### config.mk
export PLATFORM = sky130hd
export DESIGN_NAME = iicw_writeback
export DESIGN_NICKNAME = d
export VERILOG_FILES = /design/src/rtl/iicw_pkg.sv /design/src/rtl/iicw_uframe_if.sv /design/src/rtl/iicw_uframe_gate.sv /design/src/rtl/iicw_writeback.sv
export SDC_FILE = /design/constraint.sdc
export NUM_CORES = 1
export LEC_CHECK = 0
export ABC_AREA = 1
export ABC_CLOCK_PERIOD_IN_PS = 1700
export BUFFER_PORTS_ARGS = -buffer_cell sky130_fd_sc_hd__buf_2
export CORE_MARGIN = 2
export CORE_UTILIZATION = 44
export DETAILED_ROUTE_END_ITERATION = 12
export GPL_TIMING_DRIVEN = 0
export HOLD_SLACK_MARGIN = 0.15
export PLACE_DENSITY_LB_ADDON = 0.1
export SLEW_MARGIN = 25
export SYNTH_ARGS = -nofsm -noshare
export SYNTH_HDL_FRONTEND = slang
export SYNTH_SLANG_ARGS = --single-unit
### constraint.sdc
create_clock -name ref_clk -period 1.7 [get_ports ref_clk]
set_input_delay 0.425 -clock ref_clk [delete_from_list [all_inputs] [get_ports ref_clk]]
set_output_delay 0.425 -clock ref_clk [all_outputs]
set_load 0.01 [all_outputs]
### src/rtl/iicw_pkg.sv
// ----------------------------------------------------------------------------
// shared constants for the isochronous in byte count write-back
// ----------------------------------------------------------------------------
package iicw_pkg;
   // count and microframe geometry
   localparam int CNT_W = 12;        // width of one received byte count
   localparam int UFRAMES = 8;       // microframes per frame
   localparam int UF_W = 3;          // width of a microframe index
   localparam int FRAME_W = 5;       // width of the compared frame number
   localparam int WORD_W = 32;       // width of one descriptor half word
   localparam int HI_BASE = 32;      // bit 32 is bit 0 of an upper half word

   // frame number position inside descriptor word one
   localparam int DW1_FRAME_LSB = 3; // frame number sits in bits 7 to 3

   // word seven, upper half (documented bit numbers)
   localparam int UF7_LSB = 52;      // microframe 7 in bits 63 to 52
   localparam int UF6_LSB = 40;      // microframe 6 in bits 51 to 40
   localparam int UF5_HI_LSB = 32;   // microframe 5 bits 11 to 4 in bits 39 to 32
   localparam int UF5_HI_W = 8;
   // word six, lower half
   localparam int UF5_LO_LSB = 28;   // microframe 5 bits 3 to 0 in bits 31 to 28
   localparam int UF5_LO_W = 4;
   localparam int UF4_LSB = 16;      // microframe 4 in bits 27 to 16
   localparam int UF3_LSB = 4;       // microframe 3 in bits 15 to 4
   localparam int UF2_HI_LSB = 0;    // microframe 2 bits 11 to 8 in bits 3 to 0
   localparam int UF2_HI_W = 4;
   // word five, upper half
   localparam int UF2_LO_LSB = 56;   // microframe 2 bits 7 to 0 in bits 63 to 56
   localparam int UF2_LO_W = 8;
   localparam int UF1_LSB = 44;      // microframe 1 in bits 55 to 44
   localparam int UF0_LSB = 32;      // microframe 0 in bits 43 to 32

   // reset value of every stored count
   localparam logic [CNT_W-1:0] CNT_RESET = 12'h000;
endpackage

### src/rtl/iicw_uframe_if.sv
`timescale 1ns/100ps
`default_nettype none
// ----------------------------------------------------------------------------
// carrier between the write-back core and its microframe gate
// ----------------------------------------------------------------------------
interface iicw_uframe_if;
   import iicw_pkg::*;
   logic req_valid;                  // one received count offered
   logic [UF_W-1:0] req_uframe;      // microframe it belongs to
   logic [CNT_W-1:0] req_count;      // bytes received
   logic [FRAME_W-1:0] desc_frame;   // frame number held in the descriptor
   logic [FRAME_W-1:0] bus_frame;    // current bus frame number
   logic [UFRAMES-1:0] active_mask;  // microframe active mask
   logic hit_valid;                  // count accepted for write-back
   logic [UF_W-1:0] hit_uframe;      // microframe of the accepted count
   logic [CNT_W-1:0] hit_count;      // accepted count
   logic miss;                       // count dropped by the gate
   modport gate (
      input req_valid, req_uframe, req_count, desc_frame, bus_frame, active_mask,
      output hit_valid, hit_uframe, hit_count, miss
   );
   modport core (
      output req_valid, req_uframe, req_count, desc_frame, bus_frame, active_mask,
      input hit_valid, hit_uframe, hit_count, miss
   );
endinterface
`default_nettype wire

### src/rtl/iicw_uframe_gate.sv
`timescale 1ns/100ps
`default_nettype none
// ----------------------------------------------------------------------------
// microframe gate: frame match first, then the active bit
// ----------------------------------------------------------------------------
module iicw_uframe_gate
   import iicw_pkg::*;
(
   input wire logic ref_clk,
   input wire logic reset,
   iicw_uframe_if.gate bus
);
   // picks one microframe's active bit
   function automatic logic uf_active(input logic [UFRAMES-1:0] mask, input logic [UF_W-1:0] idx);
      uf_active = mask[idx];
   endfunction

   // ----------------------------------------------------------------------------
   // decode
   // ----------------------------------------------------------------------------
   wire logic frame_match;           // descriptor frame equals bus frame
   wire logic active_bit;            // mask bit of the offered microframe, forced low on a frame mismatch
   wire logic accept;                // count may be written back
   assign frame_match = (bus.desc_frame == bus.bus_frame);
   // the active bit is only looked at once the frame is known to match
   assign active_bit = frame_match && uf_active(bus.active_mask, bus.req_uframe);
   assign accept = bus.req_valid && active_bit;

   // registered verdict, so the core sees flop outputs only
   always_ff @(posedge ref_clk) begin
      if (reset) begin
         bus.hit_valid <= 1'b0;
         bus.hit_uframe <= '0;
         bus.hit_count <= CNT_RESET;
         bus.miss <= 1'b0;
      end else begin
         bus.hit_valid <= accept;
         bus.hit_uframe <= bus.req_uframe;
         bus.hit_count <= bus.req_count;
         bus.miss <= bus.req_valid && !accept;
      end
   end

   // ----------------------------------------------------------------------------
   // checks
   // ----------------------------------------------------------------------------
   a_gate_frame_first: assert property (@(posedge ref_clk) disable iff (reset)
      bus.hit_valid |-> $past(bus.desc_frame == bus.bus_frame)
         && $past(uf_active(bus.active_mask, bus.req_uframe)))
      else $error("count accepted without frame match and active bit");
   a_gate_miss_drop: assert property (@(posedge ref_clk) disable iff (reset)
      bus.req_valid && (bus.desc_frame != bus.bus_frame) |=> bus.miss && !bus.hit_valid)
      else $error("count not dropped on frame mismatch");
endmodule
`default_nettype wire

### src/rtl/iicw_writeback.sv
`timescale 1ns/100ps
`default_nettype none
// ----------------------------------------------------------------------------
// isochronous in byte count write-back into descriptor words five to seven
// ----------------------------------------------------------------------------
// Overview of operation
// - record count only if active and frame matches
// - microframe 7 count to word 7 bits 63:52
// - microframe 6 count to word 7 bits 51:40
// - microframe 5 split: 7[39:32], 6[31:28]
// - microframe 4 count to word 6 bits 27:16
// - microframe 3 count to word 6 bits 15:4
// - microframe 2 split: 6[3:0], 5[63:56]
// - microframe 1 count to word 5 bits 55:44
// - microframe 0 count to word 5 bits 43:32
// - compare frame number, then check active bit
module iicw_writeback
   import iicw_pkg::*;
(
   input wire logic ref_clk,
   input wire logic reset,
   input wire logic desc_load,                          // new descriptor: counts start at zero
   input wire logic [iicw_pkg::WORD_W-1:0] desc_dw1,    // descriptor word one
   input wire logic [iicw_pkg::UFRAMES-1:0] microframe_active_mask,
   input wire logic [iicw_pkg::FRAME_W-1:0] bus_frame_number,
   input wire logic rx_done,                            // one-cycle pulse: a microframe's data ended
   input wire logic [iicw_pkg::UF_W-1:0] rx_uframe,     // microframe of that data
   input wire logic [iicw_pkg::CNT_W-1:0] rx_byte_count,
   output logic [iicw_pkg::WORD_W-1:0] desc_dw5_hi,     // word five, bits 63 to 32
   output logic [iicw_pkg::WORD_W-1:0] desc_dw6_lo,     // word six, bits 31 to 0
   output logic [iicw_pkg::WORD_W-1:0] desc_dw7_hi,     // word seven, bits 63 to 32
   output logic [iicw_pkg::UFRAMES-1:0] written_mask,   // microframes recorded since load
   output logic count_written,                          // pulse: one count stored
   output logic count_dropped                           // pulse: one count discarded
);
   import iicw_pkg::*;

   // ----------------------------------------------------------------------------
   // storage
   // ----------------------------------------------------------------------------
   logic [CNT_W-1:0] count_mem [UFRAMES];  // one stored count per microframe
   logic [UFRAMES-1:0] next_written_mask;  // written mask after this cycle
   iicw_uframe_if link ();                 // carrier to the gate

   // ----------------------------------------------------------------------------
   // requests toward the gate
   // ----------------------------------------------------------------------------
   assign link.req_valid = rx_done;
   assign link.req_uframe = rx_uframe;
   assign link.req_count = rx_byte_count;
   // frame number field of word one
   assign link.desc_frame = desc_dw1[DW1_FRAME_LSB +: FRAME_W];
   assign link.bus_frame = bus_frame_number;
   assign link.active_mask = microframe_active_mask;

   // gate decides whether a count may land in the descriptor
   iicw_uframe_gate u_gate (
      .ref_clk(ref_clk),
      .reset(reset),
      .bus(link.gate)
   );

   // ----------------------------------------------------------------------------
   // count store
   // ----------------------------------------------------------------------------
   // on a hit only the addressed slot moves; every other slot holds its count
   always_ff @(posedge ref_clk) begin
      if (reset || desc_load) begin
         for (int i = 0; i < UFRAMES; i++) begin
            count_mem[i] <= CNT_RESET;
         end
      end else if (link.hit_valid) begin
         count_mem[link.hit_uframe] <= link.hit_count;
      end
   end

   // a dropped count writes nothing, so its field simply keeps its value
   assign next_written_mask = written_mask | (link.hit_valid ? (UFRAMES'(1) << link.hit_uframe) : '0);

   // status flags; a load in the same cycle as a hit clears, since the hit
   // belonged to the descriptor being replaced
   always_ff @(posedge ref_clk) begin
      if (reset || desc_load) begin
         written_mask <= '0;
         count_written <= 1'b0;
         count_dropped <= 1'b0;
      end else begin
         written_mask <= next_written_mask;
         count_written <= link.hit_valid;
         count_dropped <= link.miss;
      end
   end

   // ----------------------------------------------------------------------------
   // descriptor word images
   // ----------------------------------------------------------------------------
   // word seven, upper half
   assign desc_dw7_hi[UF7_LSB-HI_BASE +: CNT_W] = count_mem[7];
   assign desc_dw7_hi[UF6_LSB-HI_BASE +: CNT_W] = count_mem[6];
   // microframe 5 straddles the word boundary: high part here
   assign desc_dw7_hi[UF5_HI_LSB-HI_BASE +: UF5_HI_W] = count_mem[5][CNT_W-1 -: UF5_HI_W];
   // word six, lower half
   assign desc_dw6_lo[UF5_LO_LSB +: UF5_LO_W] = count_mem[5][UF5_LO_W-1:0];
   assign desc_dw6_lo[UF4_LSB +: CNT_W] = count_mem[4];
   assign desc_dw6_lo[UF3_LSB +: CNT_W] = count_mem[3];
   // microframe 2 also straddles: its top nibble sits at the bottom of word six
   assign desc_dw6_lo[UF2_HI_LSB +: UF2_HI_W] = count_mem[2][CNT_W-1 -: UF2_HI_W];
   // word five, upper half
   assign desc_dw5_hi[UF2_LO_LSB-HI_BASE +: UF2_LO_W] = count_mem[2][UF2_LO_W-1:0];
   assign desc_dw5_hi[UF1_LSB-HI_BASE +: CNT_W] = count_mem[1];
   assign desc_dw5_hi[UF0_LSB-HI_BASE +: CNT_W] = count_mem[0];

   // ----------------------------------------------------------------------------
   // checks
   // ----------------------------------------------------------------------------
   a_uf7_field_write: assert property (@(posedge ref_clk) disable iff (reset || desc_load)
      link.hit_valid && link.hit_uframe == 3'h7 |=> desc_dw7_hi[31:20] == $past(link.hit_count))
      else $error("microframe 7 count not in word 7 bits 63:52");
   a_uf6_field_write: assert property (@(posedge ref_clk) disable iff (reset || desc_load)
      link.hit_valid && link.hit_uframe == 3'h6 |=> desc_dw7_hi[19:8] == $past(link.hit_count))
      else $error("microframe 6 count not in word 7 bits 51:40");
   a_uf5_split_write: assert property (@(posedge ref_clk) disable iff (reset || desc_load)
      link.hit_valid && link.hit_uframe == 3'h5 |=> {desc_dw7_hi[7:0], desc_dw6_lo[31:28]}
         == $past(link.hit_count))
      else $error("microframe 5 count not split across words 7 and 6");
   a_uf4_field_write: assert property (@(posedge ref_clk) disable iff (reset || desc_load)
      link.hit_valid && link.hit_uframe == 3'h4 |=> desc_dw6_lo[27:16] == $past(link.hit_count))
      else $error("microframe 4 count not in word 6 bits 27:16");
   a_uf3_field_write: assert property (@(posedge ref_clk) disable iff (reset || desc_load)
      link.hit_valid && link.hit_uframe == 3'h3 |=> desc_dw6_lo[15:4] == $past(link.hit_count))
      else $error("microframe 3 count not in word 6 bits 15:4");
   a_uf2_split_write: assert property (@(posedge ref_clk) disable iff (reset || desc_load)
      link.hit_valid && link.hit_uframe == 3'h2 |=> {desc_dw6_lo[3:0], desc_dw5_hi[31:24]}
         == $past(link.hit_count))
      else $error("microframe 2 count not split across words 6 and 5");
   a_uf1_field_write: assert property (@(posedge ref_clk) disable iff (reset || desc_load)
      link.hit_valid && link.hit_uframe == 3'h1 |=> desc_dw5_hi[23:12] == $past(link.hit_count))
      else $error("microframe 1 count not in word 5 bits 55:44");
   a_uf0_field_write: assert property (@(posedge ref_clk) disable iff (reset || desc_load)
      link.hit_valid && link.hit_uframe == 3'h0 |=> desc_dw5_hi[11:0] == $past(link.hit_count))
      else $error("microframe 0 count not in word 5 bits 43:32");
   // end to end: a pulse on a matching, active microframe shows up two edges later
   a_record_on_hit: assert property (@(posedge ref_clk) disable iff (reset || desc_load)
      rx_done && (desc_dw1[7:3] == bus_frame_number) && microframe_active_mask[rx_uframe]
      |=> ##1 count_written && written_mask[$past(rx_uframe, 2)])
      else $error("matching active count not recorded");
   a_hold_on_miss: assert property (@(posedge ref_clk) disable iff (reset || desc_load)
      !link.hit_valid |=> $stable(desc_dw5_hi) && $stable(desc_dw6_lo) && $stable(desc_dw7_hi))
      else $error("descriptor words changed without an accepted count");
endmodule
`default_nettype wire

==> results of run 1 <==
-- how the worst max path moves through the flow --
| stage | from | to | slack (ns) | cells after the start |
|---|---|---|---|---|
| CTS | u_gate.bus.hit_valid | count_mem[3][7] | 0.002 | 5 |
| global route | u_gate.bus.hit_uframe[0] | count_mem[1][6] | -0.08 | 5 |
| floorplan | reset | count_mem[0][0] | -0.09 | 7 |
| detailed placement | desc_load | count_mem[4][7] | -0.46 | 7 |
| finish | u_gate.bus.hit_uframe[0] | count_mem[1][6] | 0.03 | 5 |
| global placement | desc_load | count_mem[0][11] | -0.41 | 7 |
-- cells in the mapped netlist --
| library cell | number |
|---|---|
| nor2_1 | 117 |
| edfxtp_1 | 96 |
| nand2_1 | 49 |
| inv_1 | 38 |
| dfxtp_1 | 27 |
| buf_6 | 9 |
| nand2_4 | 9 |
| nand3_1 | 5 |
| nor2_2 | 3 |
| nor2_8 | 3 |
| clkbuf_1 | 2 |
| inv_2 | 2 |
| nor3_1 | 1 |
| nor3b_1 | 1 |
| xnor2_1 | 1 |
-- power by group --
group / internal, µW / switching (µW) / leakage, µW / total, µW
clock: 2430 / 1300 / 0.000287 / 3730
combinational: 144 / 249 / 0.00147 / 394
sequential: 3340 / 34.7 / 0.00130 / 3380
-- critical path: stages (launching register included) --
cell     delay, ns
dfxtp_1       0.38
inv_1         0.07
nor2_2        0.20
nand2_4       0.11
buf_6         0.15
nand2_1       0.38
-- layout make-up --
class                      count  share of cell area [%]
sequential                   123                   55.26
multi-input combinational    189                   13.92
timing repair buffer         156                   13.82
clock buffer                  19                   6.968
clock inverter                13                   3.110
tap                          136                   2.747
inverter                      40                   2.424
buffer                        11                   1.757
-- flip-flops by register name, indices dropped and copies added, names as in the netlist --
name                   cells
u_gate.bus.miss            1
count_dropped              1
count_written              1
u_gate.bus.hit_uframe      3
written_mask               8
count_mem                 96
u_gate.bus.hit_count      12
u_gate.bus.hit_valid       1
-- kinds of logic (layout without fill, tap and decap cells) --
group                  after synthesis  in the layout
flip-flops                         123            123
buffers and inverters               51            239
XOR/XNOR                             1              1
AND/OR/NAND/NOR                    188            188
-- per-stage QoR --
step / power, µW / setup WS (ns)
2_1_floorplan: 3617 / -0.08616
5_1_grt: 7729 / -0.08145
4_1_cts: 7556 / 0.002381
3_5_place_dp: 3810 / -0.4573
6_report: 7496 / 0.03085
3_3_place_gp: 3802 / -0.4143
-- per-layer routing --
metal / global-route usage, % / wire length [µm] / vias up / share of wire, %
met5: 0 / 0 / - / 0
met4: 6.571 / 88 / 0 / 0.90
li1: - / - / 1514 / -
met3: 5.257 / 724 / 7 / 7.4
met2: 28.34 / 4699 / 120 / 48
met1: 25.23 / 4316 / 1443 / 44
-- repair_timing --
item | in CTS | in global routing
setup endpoints to repair | 60 | 36
gates cloned | 0 | 0
gates resized for setup | 5 | 0
hold buffers | 15 | 0
hold endpoints to repair | 16 | 0
==> results.sh, run 1 <==
export IMPL_grt_max_degree=17
export IMPL_start_util_pct=44.70
export IMPL_syn_inst=363
export IMPL_hold_ws_ns=0.1743
export IMPL_clk_latency_ns=0.50
export IMPL_cts_tree="done"
export IMPL_syn_to_final_growth_pct=36.69
export IMPL_final_seq_area_mm2=0.003423
export IMPL_clkTransAtPathRegs_ns=0.06
export IMPL_row_count=37
export IMPL_final_common_cell="buf_2"
export IMPL_seq_area_frac_synth_pct=75.54
export IMPL_gr_usage_all_layers_pct=18.47
export IMPL_die_area_mm2=0.01113
export IMPL_die_y_um=105.5
export IMPL_syn_mean_instance_area_um2=12.48
export IMPL_hold_depth=2
export IMPL_grt_pass1_vias=2826
export IMPL_required_ns=1.84
export IMPL_instances_no_fill=687
export IMPL_grt_pass1_wl_um=15010
export IMPL_post_route_util_pct=61.10
export IMPL_fmax_mhz=599.1
export IMPL_ios=170
export IMPL_dr_pass1_iters=4
export IMPL_start_kind="register"
export IMPL_clockRootBuffer="clkbuf_8"
export IMPL_final_cell_mix="buf_2, nor2_1, edfxtp_1, nand2_1, inv_1"
export IMPL_cts_max_path_buffers=2
export IMPL_min_to="count_dropped"
export IMPL_cp_arrival_ns=1.80
export IMPL_drive_gt1_share_pct=36.84
export IMPL_maxCapViolCount=0
export IMPL_detail_route_iter0_violations=158
export IMPL_synth_xor_xnor_area_share_pct=0.1933
export IMPL_multiInputGateArea_um2=862.1
export IMPL_synthAdderAreaFrac_pct=0
export IMPL_gp_congestion=0.8273
export IMPL_clkSinkCount=123
export IMPL_placed_area_mm2=0.005408
export IMPL_synth_area_mm2=0.004532
export IMPL_nets=602
export IMPL_die_w_um=105.5
export IMPL_synth_compound_area_share_pct=0
export IMPL_antenna_cells=0
export IMPL_r2r_start="u_gate.bus.hit_uframe[0]"
export IMPL_setup_tns_ns=0
export IMPL_peakVddDrop_v=0.0005252
export IMPL_syn_num_nets=427
export IMPL_slew_viol_final=0
export IMPL_cp_max_fo=12
export IMPL_dp_hpwl_um=6726
export IMPL_fin_skew_ns=0.009775
export IMPL_p_leak_uw=0.003057
export IMPL_remaining_drc_errors=0
export IMPL_rsz0062_at_grt="yes"
export IMPL_ff2ff_setup_slack_ns=0.03
export IMPL_layout_min_cycle_time_ns=1.669
export IMPL_antenna_found_initial=0
export IMPL_antenna_left=0
export IMPL_crit_type="reg -> reg"
export IMPL_hold_path_class="in -> reg"
export IMPL_ys_warn_count=0
export IMPL_synth_top_area_cell="edfxtp_1"
export IMPL_cts_htree_levels=4
export IMPL_fill_cells=857
export IMPL_muxShareOfSynthArea_pct=0
export IMPL_cts_buffers=17
export IMPL_fin_area_mm2=0.006195
export IMPL_synth_top_area_share_pct=63.61
export IMPL_slew_headroom_pct=61.77
export IMPL_hold_violations=0
export IMPL_core_mm2=0.01014
export IMPL_reg2reg_depth=5
export IMPL_overflow=0
export IMPL_synthSimpleGateAreaFrac_pct=18.55
export IMPL_routed_wl_um=9827
export IMPL_ys_ff_latch=123
export IMPL_synth_distinct_cells=15
export IMPL_viasPerCell=4.489
export IMPL_worstSetupEndpointType="register"
export IMPL_outcome="complete, no violations"
export IMPL_r2r_end="count_mem[1][6]"
export IMPL_setup_viol=0
export IMPL_postCtsSetupBuffers=0
export IMPL_worst_pin_slew_ns=0.5734
export IMPL_drt_wirelength_per_cell_um=14.30
export IMPL_vias=3084
export IMPL_finalCritPeriodShare_pct=98.19
export IMPL_io_buffer_count=141
export IMPL_dp_cells=640
export IMPL_hp_start="desc_load"
export IMPL_yosys_top_cells_area="edfxtp_1, dfxtp_1, nor2_1, nand2_1, inv_1"
export IMPL_synth_top_family_by_area="simple AND/OR/NAND/NOR gates"
export IMPL_powerDensity_mw_per_mm2=1210
Note: power is estimated with default switching activity, not from simulation.
==> run 2: changes to the inputs <==
Settings changed: MAX_ROUTING_LAYER from default to met4, SLEW_MARGIN 25 to default.
==> run 2 against run 1 <==
Total power is 0.15% lower. Via count is 0.49% lower. Clock-buffer cell count stayed put. Wire length hardly changed. First-iteration DRC count is 3.2% higher. Design area stayed put. Critical path depth stayed put. Die area stayed put. Sequential cell count stayed put. Critical endpoint unchanged. Highest routed layer unchanged.
==> results.sh, run 2 (same netlist as run 1, synthesis figures left out) <==
export IMPL_outcome="complete, no violations"
export IMPL_dr_pass1_iters=5
export IMPL_cp_max_fo=12
export IMPL_antenna_found_initial=0
export IMPL_rsz0062_at_grt="yes"
export IMPL_total_power_uw=7484
export IMPL_remaining_drc_errors=0
export IMPL_fmax_mhz=598.9
export IMPL_io_buffer_count=141
export IMPL_cts_max_path_buffers=2
export IMPL_final_common_cell="buf_2"
export IMPL_worst_pin_slew_ns=0.5570
export IMPL_detail_route_iter0_violations=163
export IMPL_maxCapViolCount=0
export IMPL_cts_htree_levels=4
export IMPL_overflow=0
export IMPL_ios=170
export IMPL_core_mm2=0.01014
export IMPL_fin_area_mm2=0.006195
export IMPL_antenna_left=0
export IMPL_peakVddDrop_v=0.0005235
export IMPL_drt_wirelength_per_cell_um=14.30
export IMPL_powerDensity_mw_per_mm2=1208
export IMPL_cts_buffers=17
export IMPL_slew_viol_final=0
export IMPL_routed_wl_um=9824
export IMPL_cts_tree="done"
export IMPL_die_w_um=105.5
export IMPL_worstSetupEndpointType="register"
export IMPL_crit_type="reg -> reg"
export IMPL_antenna_cells=0
export IMPL_nets=602
export IMPL_clkSinkCount=123
export IMPL_die_y_um=105.5
export IMPL_required_ns=1.83
export IMPL_layout_min_cycle_time_ns=1.670
export IMPL_final_cell_mix="buf_2, nor2_1, edfxtp_1, nand2_1, inv_1"
export IMPL_hold_path_class="in -> reg"
export IMPL_viasPerCell=4.467
export IMPL_hold_violations=0
export IMPL_start_kind="register"
export IMPL_drive_gt1_share_pct=36.84
export IMPL_vias=3069
export IMPL_finalCritPeriodShare_pct=98.22
export IMPL_fin_skew_ns=0.01366
export IMPL_grt_max_degree=17
export IMPL_clkTransAtPathRegs_ns=0.06
export IMPL_cp_arrival_ns=1.80
export IMPL_die_area_mm2=0.01113
export IMPL_start_util_pct=44.70
export IMPL_p_leak_uw=0.003057
export IMPL_top_regs="count_mem (96), u_gate.bus.hit_count (12), written_mask (8)"
export IMPL_row_count=37
export IMPL_slew_headroom_pct=62.87
export IMPL_grt_pass1_wl_um=15010
export IMPL_dp_hpwl_um=6726
export IMPL_clk_latency_ns=0.50
export IMPL_grt_pass1_vias=2829
export IMPL_clockRootBuffer="clkbuf_8"
export IMPL_post_route_util_pct=61.10
export IMPL_syn_to_final_growth_pct=36.69
export IMPL_gp_congestion=0.8398
export IMPL_largest_reg_flops=96
export IMPL_gr_usage_all_layers_pct=19.06
export IMPL_placed_area_mm2=0.005408
export IMPL_top_register="count_mem"
export IMPL_setup_viol=0
## run 2: worst max-delay path: stages, from the launching register on
cell and delay, ns:
dfxtp_1 0.39, inv_1 0.07, nor2_2 0.20, nand2_4 0.11, buf_6 0.15, nand2_1 0.38
## run 2: final cells by class
type	count	area, µm²
plain buffers	11	108.9
clock buffers	19	431.7
clock inverters	13	192.7
fillers	857	3944
inverters	40	150.1
multi-input cells	189	862.1
flip-flops and latches	123	3423
well taps	136	170.2
repair buffers	156	855.8
## run 2: timing repair
action / in CTS / in global routing
endpoints found under the setup margin: 60 / 36
setup buffers: 0 / 0
hold buffers: 15 / 0
resized for setup: 5 / 0
hold endpoints to repair: 16 / 0
## run 2: path summary, 6_finish.rpt
| check | slack [ns] | to | depth (start not counted) | from |
|---|---|---|---|---|
| worst max-delay path | 0.03 | count_mem[1][6] | 5 | u_gate.bus.hit_uframe[0] |
| worst min-delay path | 0.18 | count_dropped | 2 | desc_load |
| worst max register to register | 0.03 | count_mem[1][6] | 5 | u_gate.bus.hit_uframe[0] |
| worst min register to register | 0.45 | written_mask[6] | 2 | written_mask[6] |
## run 2: per-layer routing
metal	vias to the layer above	GRT usage, %	part of all wire, %
met5	-	-	0
met4	0	7.143	0.71
met3	4	5.009	7.3
met2	118	28.29	48
met1	1434	25.35	44
li1	1513	-	-
## run 2: power by group
group	total [µW]	switching (µW)	internal [µW]	leakage, µW
Sequential	3380	34.7	3340	0.00130
Combinational	394	249	144	0.00147
Clock	3720	1290	2430	0.000287
## run 2: per-stage QoR
| stage | worst slack (ns) | hold slack [ns] | TNS, ns | instances |
|---|---|---|---|---|
| detailed placement | -0.4573 | 0.4373 | -40.72 | 640 |
| global placement | -0.4143 | 0.4353 | -37.79 | 640 |
| CTS | 0.002381 | 0.1541 | 0 | 687 |
| finish | 0.03019 | 0.1790 | 0 | 687 |
| floorplan | -0.08616 | 0.4390 | -7.797 | 363 |
| global route | -0.08168 | 0.1664 | -2.286 | 687 |
==> run 3: changes to the inputs <==
Settings changed: CORE_UTILIZATION 44 to 46, CTS_BUF_LIST from default to sky130_fd_sc_hd__clkbuf_8.
==> run 3 against run 2 <==
Sequential share of layout area is 2.8 points higher. First-iteration DRC count decreased by 26%. Sequential cell count did not move. Clock power shrank 18%. Critical path depth down 1. Register-to-register slack about the same. Die area down 4.2%. Critical path type is now in -> reg. Critical endpoint is now count_mem[0][11]. Largest power group is now sequential cells.
==> results.sh, run 3 (same netlist as run 1, synthesis figures left out) <==
export IMPL_outcome="complete, no violations"
export IMPL_fin_area_mm2=0.005892
export IMPL_cts_max_path_buffers=2
export IMPL_clockRootBuffer="clkbuf_8"
export IMPL_cp_max_fo=12
export IMPL_layout_min_cycle_time_ns=1.693
export IMPL_start_kind="primary input"
export IMPL_cts_tree="done"
export IMPL_ios=170
export IMPL_slew_headroom_pct=62.45
export IMPL_largest_reg_flops=96
export IMPL_slew_viol_final=0
export IMPL_dr_pass1_iters=5
export IMPL_antenna_found_initial=0
export IMPL_crit_buf_inv=2
export IMPL_crit_family="simple AND/OR/NAND/NOR gates"
export IMPL_setup_tns_ns=0
export IMPL_final_cell_mix="buf_2, nor2_1, edfxtp_1, nand2_1, inv_1"
export IMPL_required_ns=1.74
export IMPL_syn_to_final_growth_pct=30.01
export IMPL_cp_arrival_ns=1.74
export IMPL_p_leak_uw=0.002962
export IMPL_clkTransAtPathRegs_ns=0.07
export IMPL_fin_skew_ns=0.008909
export IMPL_overflow=0
export IMPL_final_common_cell="buf_2"
export IMPL_top_regs="count_mem (96), u_gate.bus.hit_count (12), written_mask (8)"
export IMPL_dp_hpwl_um=6649
export IMPL_row_count=36
export IMPL_powerDensity_mw_per_mm2=1153
export IMPL_detail_route_iter0_violations=121
export IMPL_nets=587
export IMPL_hold_violations=0
export IMPL_antenna_left=0
export IMPL_hold_path_class="in -> reg"
export IMPL_io_buffer_count=141
export IMPL_worst_pin_slew_ns=0.5633
export IMPL_drive_gt1_share_pct=36.75
export IMPL_placed_area_mm2=0.005404
export IMPL_core_mm2=0.009684
export IMPL_peakVddDrop_v=0.0005830
export IMPL_ff2ff_setup_slack_ns=0.02
export IMPL_start_util_pct=46.80
export IMPL_rsz0062_at_grt="yes"
export IMPL_cp_slowest_stage_delay_ns=0.48
export IMPL_fill_cells=824
export IMPL_viasPerCell=4.480
export IMPL_finalCritPeriodShare_pct=99.59
export IMPL_top_register="count_mem"
export IMPL_hold_buffers=0
export IMPL_setup_viol=0
export IMPL_drt_wirelength_per_cell_um=14.38
export IMPL_crit_chain="buf_2 -> nor2_8 -> clkbuf_1 -> nand2_1"
export IMPL_gr_usage_all_layers_pct=19.17
export IMPL_gp_congestion=0.7847
export IMPL_fmax_mhz=590.7
export IMPL_antenna_cells=0
export IMPL_clkSinkCount=123
export IMPL_crit_type="in -> reg"
export IMPL_maxCapViolCount=0
export IMPL_grt_pass1_wl_um=13970
export IMPL_vias=2997
export IMPL_grt_max_degree=17
export IMPL_routed_wl_um=9621
export IMPL_cts_htree_levels=4
export IMPL_die_w_um=103.3
export IMPL_remaining_drc_errors=0
export IMPL_die_y_um=103.3
export IMPL_grt_pass1_vias=2602
export IMPL_postCtsSetupBuffers=0
export IMPL_worstSetupEndpointType="register"
export IMPL_cts_buffers=17
export IMPL_clk_latency_ns=0.43
export IMPL_slowest_stage="clkbuf_1"
export IMPL_die_area_mm2=0.01066
run 3: worst paths after layout:
check	startpoint	end	depth (start not counted)
worst max-delay path	desc_load	count_mem[0][11]	4
worst min-delay path	rx_byte_count[11]	u_gate.bus.hit_count[11]	3
worst max register to register	u_gate.bus.hit_uframe[1]	count_mem[0][11]	4
worst min register to register	written_mask[6]	written_mask[6]	2
run 3: through the flow:
stage	hold WS, ns	util [%]	setup WS, ns	instances	total power, µW
finish	0.1949	60.84	0.006961	669	6791
global route	0.1789	60.84	-0.1018	669	7004
CTS	0.1731	60.84	-0.008644	669	6836
detailed placement	0.4386	55.80	-0.4871	637	3809
global placement	0.4334	55.80	-0.4504	637	3803
floorplan	0.4390	-	-0.08616	363	3617
run 3: layout make-up:
| type | instances | area [µm²] | area share [%] |
|---|---|---|---|
| Multi-Input combinational cell | 189 | 859.6 | 14.59 |
| Timing Repair Buffer | 141 | 705.7 | 11.98 |
| Inverter | 40 | 150.1 | 2.548 |
| Tap cell | 133 | 166.4 | 2.824 |
| Buffer | 11 | 108.9 | 1.848 |
| Clock inverter | 12 | 202.7 | 3.440 |
| Sequential cell | 123 | 3423 | 58.10 |
| Clock buffer | 20 | 275.3 | 4.672 |
run 3: worst min-delay path, delay by kind of cell:
family	cells	cell delay, ns
buffers and inverters	2	0.10
and+or+nand+nor	1	0.06
run 3: timing repair:
action,4_1_cts,5_1_grt
setup endpoints to repair,60,68
cloned,0,0
gates resized for setup,4,0
endpoints found under the hold margin,0,0
run 3: layer usage:
metal	up-vias	global-route usage, %	part of all wire [%]	routed length (µm)
li1	1477	-	-	-
met1	1371	25.10	43	4134
met2	141	28.12	48	4618
met3	8	5.914	7.9	763
met4	0	7.591	1.1	104
met5	-	-	0	0
run 3: power breakdown:
part           switching [µW]  internal (µW)  leakage (µW)
Clock                    1070           1980      0.000257
Combinational             247            122       0.00141
Sequential               33.1           3340       0.00130
Total                    1350           5440       0.00296
